===== src/hdl/rx_status_pkg.sv =====
/*
  constants for the receive status word builder: rates, mode codes, field
  positions, carrier thresholds and reset values.
  assumes a single 25 MHz machine clock.
*/
package rx_status_pkg;
  // timing
  localparam int unsigned CLK_HZ = 25_000_000;
  localparam int unsigned DATA_EXCH_HZ = 600;
  localparam int unsigned FSK_EXCH_HZ = 1200;
  localparam int unsigned DATA_EXCH_CYC = CLK_HZ / DATA_EXCH_HZ;
  localparam int unsigned FSK_EXCH_CYC = CLK_HZ / FSK_EXCH_HZ;
  localparam int CNT_W = 16;
  // receive mode codes (command first byte bits 3:0)
  localparam int MODE_W = 4;
  localparam logic [3:0] MODE_OFF = 4'h0;
  localparam logic [3:0] MODE_QAM = 4'h1;
  localparam logic [3:0] MODE_DPSK = 4'h2;
  localparam logic [3:0] MODE_FSK_FIRST = 4'h3;
  localparam logic [3:0] MODE_FSK_LAST = 4'h6;
  localparam logic [3:0] MODE_TONE = 4'h7;
  // word layout
  localparam int BYTE_W = 8;
  localparam int WORD_W = 24;
  localparam int DATA_W = 4;
  localparam int SAMPLES = 6;
  localparam int SAMP_CNT_W = 3;
  localparam logic [2:0] SAMP_LAST = 3'h5;
  localparam int FB_RECEIVE = 0;
  localparam int FB_DATA_LSB = 1;
  localparam int FB_RSV = 5;
  localparam int FB_S1_LSB = 6;
  localparam int FB_CP = 7;
  localparam int SB_EQ = 4;
  localparam int SB_QUAL = 5;
  localparam int SB_CD = 6;
  localparam int TB_DATA_LSB = 1;
  localparam int TB_TONE = 7;
  localparam logic [7:0] BYTE_RSV = 8'h00;
  localparam logic [3:0] DATA_UNUSED = 4'hf;
  localparam logic [5:0] SAMP_IDLE = 6'h3f;
  localparam logic [3:0] MASK_QAM = 4'hf;
  localparam logic [3:0] MASK_DPSK_HI = 4'h3;
  localparam logic [3:0] MASK_DPSK_LO = 4'h1;
  localparam logic [1:0] S1_PHASE_A = 2'h2;
  localparam logic [1:0] S1_PHASE_B = 2'h1;
  localparam logic [1:0] S1_NONE = 2'h0;
  // carrier thresholds in signed dBm
  localparam logic signed [7:0] CD_ON_PSTN = 8'shd5;
  localparam logic signed [7:0] CD_OFF_PSTN = 8'shd0;
  localparam logic signed [7:0] CD_ON_LEASED = 8'shdf;
  localparam logic signed [7:0] CD_OFF_LEASED = 8'shda;
  localparam logic signed [7:0] CD_HYST_MIN = 8'sh02;
  localparam logic CD_LOST_RST = 1'b1;
endpackage


===== src/hdl/mailbox_word_if.sv =====
/*
  valid/ready carrier for one status word between the builder and the buffer.
  assumes both ends share one clock.
*/
`timescale 1ns/1ps
interface mailbox_word_if #(parameter int W = 24);
  logic valid;
  logic ready;
  logic [W-1:0] data;
  modport src (output valid, output data, input ready);
  modport snk (input valid, input data, output ready);
endinterface


===== src/hdl/exch_tick.sv =====
/*
  periodic one-cycle tick while run is high; restarts when run drops.
  assumes clock enable gates every state change.
*/
`timescale 1ns/1ps
module exch_tick #(
  parameter int unsigned PERIOD = 16
) (
  // clock and control
  input wire logic clock_in,
  input wire logic rst_in,
  input wire logic ce_in,
  input wire logic run_in,
  // tick
  output logic tick_out
);
  import rx_status_pkg::*;
  localparam logic [CNT_W-1:0] LAST = CNT_W'(PERIOD - 1);
  logic [CNT_W-1:0] cnt_ff, nxt_cnt;
  logic tick_ff, nxt_tick;

  always_comb begin
    nxt_cnt = cnt_ff + 16'h0001;
    nxt_tick = 1'b0;
    if (!run_in) begin
      nxt_cnt = 16'h0000;
    end else if (cnt_ff == LAST) begin
      nxt_cnt = 16'h0000;
      nxt_tick = 1'b1;
    end
  end

  always_ff @(posedge clock_in) begin
    if (rst_in) begin
      cnt_ff <= 16'h0000;
      tick_ff <= 1'b0;
    end else if (ce_in) begin
      cnt_ff <= nxt_cnt;
      tick_ff <= nxt_tick;
    end
  end

  assign tick_out = tick_ff;
endmodule


===== src/hdl/status_skid.sv =====
/*
  two-entry buffer between the word builder and the mailbox reader.
  assumes the reader may hold ready low for any time; writer sees ready drop
  once both entries are full.
*/
`timescale 1ns/1ps
module status_skid #(
  parameter int W = 24
) (
  // clock and control
  input wire logic clock_in,
  input wire logic rst_in,
  input wire logic ce_in,
  // fill side
  mailbox_word_if.snk push,
  // drain side
  input wire logic ready_in,
  output logic valid_out,
  output logic [W-1:0] data_out
);
  logic out_valid_ff, skid_valid_ff, nxt_out_valid, nxt_skid_valid;
  logic [W-1:0] out_ff, skid_ff, nxt_out, nxt_skid;
  logic accept, drain;

  assign push.ready = !skid_valid_ff;
  assign accept = ce_in && push.valid && !skid_valid_ff;
  assign drain = ce_in && out_valid_ff && ready_in;

  always_comb begin
    nxt_out = out_ff;
    nxt_skid = skid_ff;
    nxt_out_valid = out_valid_ff;
    nxt_skid_valid = skid_valid_ff;
    // the second entry moves up on a take, otherwise it would block the fill side forever
    if (drain) begin
      nxt_out_valid = skid_valid_ff;
      nxt_skid_valid = 1'b0;
      if (skid_valid_ff) begin
        nxt_out = skid_ff;
      end
    end
    if (accept) begin
      if (!nxt_out_valid) begin
        nxt_out = push.data;
        nxt_out_valid = 1'b1;
      end else begin
        nxt_skid = push.data;
        nxt_skid_valid = 1'b1;
      end
    end
  end

  always_ff @(posedge clock_in) begin
    if (rst_in) begin
      out_valid_ff <= 1'b0;
      skid_valid_ff <= 1'b0;
      out_ff <= '0;
      skid_ff <= '0;
    end else if (ce_in) begin
      out_valid_ff <= nxt_out_valid;
      skid_valid_ff <= nxt_skid_valid;
      out_ff <= nxt_out;
      skid_ff <= nxt_skid;
    end
  end

  assign valid_out = out_valid_ff;
  assign data_out = out_ff;
endmodule


===== src/hdl/rx_status_word.sv =====
/*
  builds the three-byte receive status word from demodulator and detector
  flags and posts it to the mailbox at the mode's exchange rate.
  assumes all inputs are synchronous to clock_in; command fields are held
  stable by the datapump between writes.
*/
// Functional notes
// - s1 present alternates bits 7:6 each baud
// - call progress energy drives first bit7 low
// - equalization loss sets second byte bit4
// - poor signal quality sets second byte bit5
// - carrier detect low above, high below thresholds
// - carrier detect keeps at least 2 dB hysteresis
// - third data is descrambled only when enabled
// - data width by mode, unused bits one
// - data modes exchange 600 words per second
// - fsk word carries six samples, 1200 per second
// - answer tone present drives third bit7 low
// - first byte bit0 always one for receive
`timescale 1ns/1ps
module rx_status_word #(
  parameter int unsigned DATA_EXCH_CYCLES = rx_status_pkg::DATA_EXCH_CYC,
  parameter int unsigned FSK_EXCH_CYCLES = rx_status_pkg::FSK_EXCH_CYC
) (
  // clock and control
  input wire logic clock_in,
  input wire logic rst_in,
  input wire logic ce_in,
  // receive command fields
  input wire logic [rx_status_pkg::MODE_W-1:0] mode_in,
  input wire logic tone_1650_sel_in,
  input wire logic leased_line_in,
  input wire logic descrambler_en_in,
  input wire logic low_rate_in,
  // demodulated data
  input wire logic baud_strobe_in,
  input wire logic [rx_status_pkg::DATA_W-1:0] raw_bits_in,
  input wire logic [rx_status_pkg::DATA_W-1:0] descr_bits_in,
  input wire logic s1_present_in,
  input wire logic sample_strobe_in,
  input wire logic sample_in,
  // detectors
  input wire logic cp_energy_in,
  input wire logic tone_2100_in,
  input wire logic tone_1650_in,
  input wire logic retrain_in,
  input wire logic fallback_in,
  input wire logic quality_low_in,
  input wire logic signed [7:0] line_level_in,
  // mailbox
  input wire logic mailbox_ready_in,
  output logic status_valid_out,
  output logic [rx_status_pkg::BYTE_W-1:0] status_first_out,
  output logic [rx_status_pkg::BYTE_W-1:0] status_second_out,
  output logic [rx_status_pkg::BYTE_W-1:0] status_third_out
);
  import rx_status_pkg::*;

  logic is_qam, is_dpsk, is_fsk, is_tone, is_data, run_slow;
  logic tick_slow, tick_fsk, exch_tick;
  logic [DATA_W-1:0] used_mask;

  assign is_qam = (mode_in == MODE_QAM);
  assign is_dpsk = (mode_in == MODE_DPSK);
  assign is_fsk = (mode_in >= MODE_FSK_FIRST) && (mode_in <= MODE_FSK_LAST);
  assign is_tone = (mode_in == MODE_TONE);
  assign is_data = is_qam || is_dpsk;
  // disabled modem posts nothing; tone mode shares the slow rate
  assign run_slow = is_data || is_tone;

  always_comb begin
    if (is_qam) begin
      used_mask = MASK_QAM;
    end else if (low_rate_in) begin
      used_mask = MASK_DPSK_LO;
    end else begin
      used_mask = MASK_DPSK_HI;
    end
  end

  exch_tick #(.PERIOD(DATA_EXCH_CYCLES)) u_tick_slow (
    .clock_in(clock_in),
    .rst_in(rst_in),
    .ce_in(ce_in),
    .run_in(run_slow),
    .tick_out(tick_slow)
  );

  exch_tick #(.PERIOD(FSK_EXCH_CYCLES)) u_tick_fsk (
    .clock_in(clock_in),
    .rst_in(rst_in),
    .ce_in(ce_in),
    .run_in(is_fsk),
    .tick_out(tick_fsk)
  );

  assign exch_tick = ce_in && ((run_slow && tick_slow) || (is_fsk && tick_fsk));

  // baud data and s1 phase
  logic s1_phase_ff, nxt_s1_phase;
  logic [DATA_W-1:0] raw_ff, nxt_raw, rx_ff, nxt_rx;

  always_comb begin
    nxt_s1_phase = s1_phase_ff;
    nxt_raw = raw_ff;
    nxt_rx = rx_ff;
    if (!s1_present_in) begin
      nxt_s1_phase = 1'b0;
    end else if (baud_strobe_in) begin
      nxt_s1_phase = !s1_phase_ff;
    end
    if (baud_strobe_in) begin
      nxt_raw = raw_bits_in;
      nxt_rx = descrambler_en_in ? descr_bits_in : raw_bits_in;
    end
  end

  always_ff @(posedge clock_in) begin
    if (rst_in) begin
      s1_phase_ff <= 1'b0;
      raw_ff <= DATA_UNUSED;
      rx_ff <= DATA_UNUSED;
    end else if (ce_in) begin
      s1_phase_ff <= nxt_s1_phase;
      raw_ff <= nxt_raw;
      rx_ff <= nxt_rx;
    end
  end

  // fsk sample gathering: newest enters at the top so the earliest lands at bit 1
  logic [SAMPLES-1:0] samp_sr_ff, nxt_samp_sr, group_ff, nxt_group;
  logic [SAMP_CNT_W-1:0] samp_cnt_ff, nxt_samp_cnt;

  always_comb begin
    nxt_samp_sr = samp_sr_ff;
    nxt_group = group_ff;
    nxt_samp_cnt = samp_cnt_ff;
    if (!is_fsk) begin
      nxt_samp_cnt = 3'h0;
    end else if (sample_strobe_in) begin
      nxt_samp_sr = {sample_in, samp_sr_ff[SAMPLES-1:1]};
      if (samp_cnt_ff == SAMP_LAST) begin
        nxt_group = nxt_samp_sr;
        nxt_samp_cnt = 3'h0;
      end else begin
        nxt_samp_cnt = samp_cnt_ff + 3'h1;
      end
    end
  end

  always_ff @(posedge clock_in) begin
    if (rst_in) begin
      samp_sr_ff <= SAMP_IDLE;
      group_ff <= SAMP_IDLE;
      samp_cnt_ff <= 3'h0;
    end else if (ce_in) begin
      samp_sr_ff <= nxt_samp_sr;
      group_ff <= nxt_group;
      samp_cnt_ff <= nxt_samp_cnt;
    end
  end

  // carrier detect; the band between thresholds holds the last state
  logic cd_lost_ff, nxt_cd_lost;
  logic signed [7:0] cd_on_th, cd_off_th;

  assign cd_on_th = leased_line_in ? CD_ON_LEASED : CD_ON_PSTN;
  assign cd_off_th = leased_line_in ? CD_OFF_LEASED : CD_OFF_PSTN;

  always_comb begin
    nxt_cd_lost = cd_lost_ff;
    if (line_level_in > cd_on_th) begin
      nxt_cd_lost = 1'b0;
    end else if (line_level_in < cd_off_th) begin
      nxt_cd_lost = 1'b1;
    end
  end

  always_ff @(posedge clock_in) begin
    if (rst_in) begin
      cd_lost_ff <= CD_LOST_RST;
    end else if (ce_in) begin
      cd_lost_ff <= nxt_cd_lost;
    end
  end

  // word assembly
  logic [BYTE_W-1:0] fb, sb, tb;

  always_comb begin
    fb = BYTE_RSV;
    sb = BYTE_RSV;
    tb = BYTE_RSV;
    fb[FB_RECEIVE] = 1'b1;
    fb[FB_DATA_LSB +: DATA_W] = DATA_UNUSED;
    tb[TB_DATA_LSB +: SAMPLES] = SAMP_IDLE;
    tb[TB_TONE] = 1'b1;
    sb[SB_EQ] = retrain_in || fallback_in;
    sb[SB_QUAL] = quality_low_in;
    sb[SB_CD] = cd_lost_ff;
    if (is_data) begin
      fb[FB_DATA_LSB +: DATA_W] = raw_ff | ~used_mask;
      tb[TB_DATA_LSB +: DATA_W] = rx_ff | ~used_mask;
      if (s1_present_in) begin
        fb[FB_S1_LSB +: 2] = s1_phase_ff ? S1_PHASE_A : S1_PHASE_B;
      end else begin
        fb[FB_S1_LSB +: 2] = S1_NONE;
      end
    end else if (is_fsk) begin
      tb[TB_DATA_LSB +: SAMPLES] = group_ff;
    end else if (is_tone) begin
      fb[FB_CP] = !cp_energy_in;
      tb[TB_TONE] = !(tone_1650_sel_in ? tone_1650_in : tone_2100_in);
    end
  end

  // pending word; a fresher word replaces one the buffer has not yet taken
  mailbox_word_if #(.W(WORD_W)) mw ();
  logic push_valid_ff, nxt_push_valid;
  logic [WORD_W-1:0] word_ff, nxt_word;

  always_comb begin
    nxt_push_valid = push_valid_ff;
    nxt_word = word_ff;
    if (exch_tick) begin
      nxt_push_valid = 1'b1;
      nxt_word = {tb, sb, fb};
    end else if (push_valid_ff && mw.ready) begin
      nxt_push_valid = 1'b0;
    end
  end

  always_ff @(posedge clock_in) begin
    if (rst_in) begin
      push_valid_ff <= 1'b0;
      word_ff <= '0;
    end else if (ce_in) begin
      push_valid_ff <= nxt_push_valid;
      word_ff <= nxt_word;
    end
  end

  assign mw.valid = push_valid_ff;
  assign mw.data = word_ff;

  logic [WORD_W-1:0] buf_data;

  status_skid #(.W(WORD_W)) u_skid (
    .clock_in(clock_in),
    .rst_in(rst_in),
    .ce_in(ce_in),
    .push(mw),
    .ready_in(mailbox_ready_in),
    .valid_out(status_valid_out),
    .data_out(buf_data)
  );

  assign status_first_out = buf_data[BYTE_W-1:0];
  assign status_second_out = buf_data[2*BYTE_W-1:BYTE_W];
  assign status_third_out = buf_data[WORD_W-1:2*BYTE_W];

  // helper: ce cycles since the last exchange tick, for the rate check
  logic [CNT_W-1:0] gap_ff;
  logic gap_ok_ff;
  logic [MODE_W-1:0] mode_seen_ff;
  always_ff @(posedge clock_in) begin
    if (rst_in) begin
      gap_ff <= 16'h0000;
      gap_ok_ff <= 1'b0;
      mode_seen_ff <= MODE_OFF;
    end else if (ce_in) begin
      mode_seen_ff <= mode_in;
      gap_ff <= exch_tick ? 16'h0000 : gap_ff + 16'h0001;
      gap_ok_ff <= (mode_seen_ff == mode_in) && (gap_ok_ff || exch_tick) && is_data;
    end
  end
endmodule


===== config.mk =====
export PLATFORM = sky130hd
export DESIGN_NAME = rx_status_word
export DESIGN_NICKNAME = d
export VERILOG_FILES = /design/src/hdl/rx_status_pkg.sv /design/src/hdl/mailbox_word_if.sv /design/src/hdl/exch_tick.sv /design/src/hdl/status_skid.sv /design/src/hdl/rx_status_word.sv
export SDC_FILE = /design/constraint.sdc
export NUM_CORES = 1
export LEC_CHECK = 0
export BUFFER_PORTS_ARGS = -buffer_cell sky130_fd_sc_hd__buf_2
export CAP_MARGIN = 20
export CORE_ASPECT_RATIO = 0.75
export CORE_MARGIN = 5
export CORE_UTILIZATION = 62
export CTS_CLUSTER_DIAMETER = 50
export CTS_CLUSTER_SIZE = 30
export DETAILED_ROUTE_END_ITERATION = 12
export GPL_ROUTABILITY_DRIVEN = 1
export PLACE_DENSITY = 0.91
export RECOVER_POWER = 100
export SLEW_MARGIN = 10
export SYNTH_ARGS = -nofsm -noshare
export SYNTH_HDL_FRONTEND = slang
export SYNTH_SLANG_ARGS = --single-unit

===== constraint.sdc =====
create_clock -name clock_in -period 3.8 [get_ports clock_in]
set_input_delay 0.19 -clock clock_in [delete_from_list [all_inputs] [get_ports clock_in]]
set_output_delay 0.19 -clock clock_in [all_outputs]
set_load 0.02 [all_outputs]

==> results.cfg, run 1 <==
[worst_setup_path]
critPathBufInv = 2
cp_max_fo = 33
crit_family = buffers and inverters
critPathLaunchType = primary input
crit_path_end_kind = flop
cp_slowest_cell = clkbuf_1
cp_cell_sequence = clkbuf_1 -> nand2_1 -> a211oi_1 -> clkbuf_1 -> nand4b_1 -> nor3_1 -> a21oi_1
required_ps = 4170
path_class = in -> reg
max_stage_delay_ps = 1000
path_common_cell = clkbuf_1
cp.arrival_ps = 3250

[pwr]
pwr-share-seq = 0.443
p_leak_nw = 2.109
p_clk_frac = 0.513
p_per_area_nw_per_um2 = 477.0
ir_drop_uv = 284.5
p_int_w = 0.002245
switching_share = 0.2175
p_comb_frac = 0.044
p_sw_w = 0.0006239

[floorplanning]
rows = 28
start_util = 0.6438
io_pins = 63
die_w_um = 114.9
core_sq_um = 7953
die_y_um = 88.70
die-area_sq_um = 10190

[placement]
globalplace.congestion = 0.9429
placed_cells = 737
numPortBuffers = 62
dp.final_hpwl_mm = 8.484
pre_cts_slack_ps = 1464

[sta]
tns_ps = 0
worst_pin_slew_ps = 1406
fmax_mhz = 347.5
post-route-period-util = 0.7574
skew_ps = 6.995
rsz0062_at_grt = no
min_period_ps = 2878
finalWorstSetupSlack_ps = 921.9
relSlewSlack = 0.06277
maxSlewViolCount = 0
hold_viol = 0
finalSetupViolCount = 0

[grt]
grtUsageMet1 = 0.3369
grt_max_degree = 41
grt_use_total = 0.2625
antenna_found_initial = 0
grt_pass1_vias = 4459
busiest_layer = met2
use_met3 = 0.07040
grt-ovfl-total = 0
grt_util_met2 = 0.4228
grt_pass1_wl_mm = 21.15

[synthesis]
synth_area_per_cell_sq_um = 8.590
synth_edf_count = 0
synth_area_sq_um = 5120
netlist_instances = 596
synth_fp_nets = 641
ys_seq_elements = 119
async_flop_share = 0
synth_flop_cell = dfxtp_1
ys.warnings.count = 0
seq_area_frac_synth = 0.4653
synth.distinct_cells = 56

[clock_tree]
cts_sinks = 119
cts_max_level = 4
path_clk_slew_ps = 60
numCtsBuffers = 17
clk_latency_ps = 510
clock-root-buffer = clkbuf_8
cts_setup_buffers = 0
cts_tree = done
cts_buffer_depth = 2

[routing]
firstDrtPassIters = 5
vias = 4817
route.detailed.drc = 0
routed_wl_mm = 13.19
wl_per_cell_um = 17.00
ant_nets = 0
drt_iter0_drc = 538
via_per_inst = 6.207

[cells_and_area]
synthToLayoutAreaGrowth_pct = 17.45
final_common_cell = dfxtp_1
final_cells = 776
drive_above_1_share = 0.1162
n_antenna_cell = 0
final_cell_mix = dfxtp_1, nand2_1, nor2_1, a21oi_1, buf_2
nets = 704

[worst_hold_path]
hold_class = in -> reg

[flow_run]
cap_violations = 0

[status]
outcome = completed
-- power groups by stage --
stage | Sequential, W | Clock, W | Combinational (W)
2_1_floorplan | 0.00129 | 0 | 0.0000754
3_3_place_gp | 0.00129 | 0 | 0.000110
3_5_place_dp | 0.00130 | 0 | 0.000117
4_1_cts | 0.00127 | 0.00148 | 0.000126
5_1_grt | 0.00127 | 0.00155 | 0.000137
6_report | 0.00127 | 0.00147 | 0.000126
-- logic make-up after synthesis --
logic type / Yosys count / synth area share
xor gates and xnor gates: 19 / 0.03250
DFF: 119 / 0.4653
AOI/OAI and AO/OA: 130 / 0.1642
adders and majority gates: 7 / 0.01711
buffers and inverters: 43 / 0.03470
and+or+nand+nor: 270 / 0.2705
muxes: 8 / 0.01564
-- final cells by class --
cell class | count | area [sq um]
inverters | 12 | 45.04
clock buffers | 21 | 439.2
multi-input cells | 434 | 2525
repair buffers | 75 | 385.4
fillers | 507 | 1939
clock inverters | 10 | 105.1
flip-flops and latches | 119 | 2382
well taps | 105 | 131.4
-- routing by layer --
layer  vias up  part of all wire  routed length [um]
li1       2237                 -                   -
met1      2254              0.41                5459
met3        47             0.093                1229
met5         -                 0                   0
met4         0             0.025                 333
met2       279              0.47                6169
-- stage by stage --
step | util | hold slack, ps | cell area, sq um | total power [W]
floorplan | - | 307.9 | 5120 | 0.001366
global placement | 0.6874 | 432.1 | 5466 | 0.001405
detailed placement | 0.6874 | 438.2 | 5466 | 0.001412
CTS | 0.7646 | 3.502 | 6081 | 0.002873
global route | 0.7561 | 5.538 | 6013 | 0.002953
finish | 0.7561 | 13.21 | 6013 | 0.002868
-- final timing paths --
path / from / endpoint / slack [ps] / cells past startpoint
worst max register to register: u_tick_fsk.cnt_ff[6] / u_tick_fsk.cnt_ff[11] / 990 / 5
worst min-delay path: cp_energy_in / mw.data[7] / 10 / 3
worst max-delay path: ce_in / group_ff[4] / 920 / 7
worst min register to register: u_skid.data_out[6] / u_skid.data_out[6] / 450 / 2
-- registers in the layout, summed over array words and instances (netlist names), 3 cells and up --
signal and count:
u_skid.data_out 24, samp_sr_ff 5, u_tick_fsk.cnt_ff 16, rx_ff 4, samp_cnt_ff 3, raw_ff 4, u_skid.skid_ff 17, u_tick_slow.cnt_ff 16
group_ff 6, mw.data 17
-- worst min-delay path, delay by kind of cell --
kind                   cells  cell delay, ps
buffers and inverters      1              80
AOI/OAI and AO/OA          1             180
and+or+nand+nor            1              30
-- cells in the mapped netlist, drive strengths merged, types with 10 or more instances --
library cell	count	area share
nor2b	13	0.017
nand2b	10	0.012
nand2	73	0.054
nand3	22	0.022
and3	12	0.015
nor3	25	0.024
dfxtp	119	0.47
clkbuf	22	0.016
inv	12	0.0088
a21oi	57	0.056
xor2	10	0.017
o21ai	13	0.013
a211o	13	0.022
nor2	72	0.054
-- repair_timing --
action / in CTS / in global routing
endpoints found under the setup margin: 0 / 0
endpoints found under the hold margin: 6 / 0
hold buffers: 7 / 0
resized for setup: 0 / 0
Note: power is estimated with default switching activity, not from simulation.
==> inputs of run 2 (changes only) <==
- CORE_UTILIZATION: 62 -> 58
- PLACE_DENSITY: 0.91 -> 0.87
- clock period: 3.8 -> 3 ns (I/O delays scaled with it)
==> results.cfg, run 2 (synthesized netlist as in run 1, its figures left out) <==
[sta]
skew_ps = 5.426
tns_ps = 0
maxSlewViolCount = 47
rsz0062_at_grt = no
worst_pin_slew_ps = 1969
hold_viol = 0
min_period_ps = 2416
post-route-period-util = 0.8055
fmax_mhz = 413.8
relSlewSlack = -0.3128
finalWorstSetupSlack_ps = 583.6
finalSetupViolCount = 0

[placement]
dp.final_hpwl_mm = 8.365
numPortBuffers = 62
pre_cts_slack_ps = 876.5
globalplace.congestion = 0.8433
dpl-instance-area_sq_um = 5485

[clock_tree]
cts_sinks = 119
cts_tree = done
cts_max_level = 4
cts_buffer_depth = 2
clock-root-buffer = clkbuf_16
path_clk_slew_ps = 50
numCtsBuffers = 17
clk_latency_ps = 410

[worst_setup_path]
crit_path_end_kind = flop
r2r-end = u_tick_slow.cnt_ff[6]
path_class = reg -> reg
rr_worst_depth = 5
required_ps = 3280
cp_cell_sequence = or4_1 -> nor4_1 -> nor2b_4 -> o21bai_2 -> nor2_1
r2r-start = u_tick_slow.cnt_ff[3]
cp.arrival_ps = 2700
r2r_slack_ps = 580
cp_slowest_cell = nor4_1
max_stage_delay_ps = 740
startpoint = u_tick_slow.cnt_ff[3]
critPathLaunchType = flop
cp_max_fo = 11

[pwr]
p_leak_nw = 2.158
ir_drop_uv = 543.2
p_sw_w = 0.0007875
p_clk_frac = 0.542
p_int_w = 0.003059
p_per_area_nw_per_um2 = 635.7
switching_share = 0.2047
power_w = 0.003846
pwr-share-seq = 0.418
p_comb_frac = 0.039

[floorplanning]
die_y_um = 91.37
rows = 29
start_util = 0.6004
io_pins = 63
die_w_um = 118.5
die-area_sq_um = 10830
core_sq_um = 8527

[routing]
vias = 4635
ant_nets = 0
route.detailed.drc = 0
via_per_inst = 5.973
wl_per_cell_um = 16.34
routed_wl_mm = 12.68
drt_iter0_drc = 515
firstDrtPassIters = 6

[cells_and_area]
final_cell_mix = dfxtp_1, nand2_1, nor2_1, a21oi_1, buf_2
nets = 700
largest_register_ffs = 24
n_antenna_cell = 0
drive_above_1_share = 0.1243
final_common_cell = dfxtp_1
fillCellCount = 638
synthToLayoutAreaGrowth_pct = 18.18
fin_area_sq_um = 6051

[worst_hold_path]
hold_class = in -> reg
min_to = u_skid.skid_valid_ff
holdPathStages = 2
min_from = mailbox_ready_in

[status]
violations = max-capacitance violations, max-slew violations
outcome = finished with violations

[grt]
grt-ovfl-total = 0
antenna_found_initial = 0
grt_max_degree = 47
grt_use_total = 0.2328
grt_pass1_wl_mm = 20.90
grt_pass1_vias = 4358

[flow_run]
cap_violations = 1
run 2: changes by cell type in the layout (fill, tap and decap cells not counted), moves of 2 or more:
cell and delta:
clkbuf_1 -2, clkinvlp_4 -2, clkbuf_8 +3, dlygate4sd3_1 -5
run 2: power groups by stage:
stage / sequential [W] / clock [W] / combinational [W]
final: 0.00161 / 0.00209 / 0.000150
after floorplan: 0.00163 / 0 / 0.0000955
after CTS: 0.00161 / 0.00210 / 0.000151
after global routing: 0.00161 / 0.00217 / 0.000166
after global placement: 0.00164 / 0 / 0.000140
after detailed placement: 0.00164 / 0 / 0.000147
run 2: worst max path at each step:
stage | slack [ps] | cells after the start | end
6_report | 580 | 5 | u_tick_slow.cnt_ff[6]
3_5_place_dp | 880 | 7 | mw.data[1]
2_1_floorplan | 1230 | 6 | u_tick_slow.cnt_ff[11]
3_3_place_gp | 940 | 7 | mw.data[1]
5_1_grt | 470 | 5 | u_tick_slow.cnt_ff[15]
4_1_cts | 900 | 5 | u_tick_slow.cnt_ff[6]
run 2: area by class of cell:
type / count / area (sq um) / area share
Clock buffer: 23 / 498.0 / 0.08230
Clock inverter: 9 / 120.1 / 0.01985
Inverter: 12 / 45.04 / 0.007444
Multi-Input combinational cell: 434 / 2530 / 0.4181
Sequential cell: 119 / 2382 / 0.3937
Tap cell: 108 / 135.1 / 0.02233
Timing Repair Buffer: 71 / 340.3 / 0.05624
run 2: stage by stage:
step                cells    util  hold slack (ps)
floorplan             596       -            267.9
global placement      742  0.6433            391.6
detailed placement    742  0.6433            391.2
CTS                   776  0.7181            1.668
global route          776  0.7096            21.01
finish                776  0.7096            12.50
run 2: critical path: cells and delay by family (launching register included):
family | cells | cell delay [ps]
flops | 1 | 340
compound gates | 1 | 430
simple gates | 4 | 1510
run 2: what timing repair did:
item | CTS | global route
hold buffers | 2 | 0
gates resized for setup | 0 | 0
endpoints found under the hold margin | 2 | 0
setup buffers | 0 | 0
run 2: routing by layer:
metal / track usage / vias to the layer above / routed length [um]
met1: 0.3036 / 2163 / 5367
met5: 0 / - / 0
li1: - / 2237 / -
met2: 0.3708 / 204 / 5951
met4: 0.09537 / 0 / 318
met3: 0.05839 / 31 / 1046
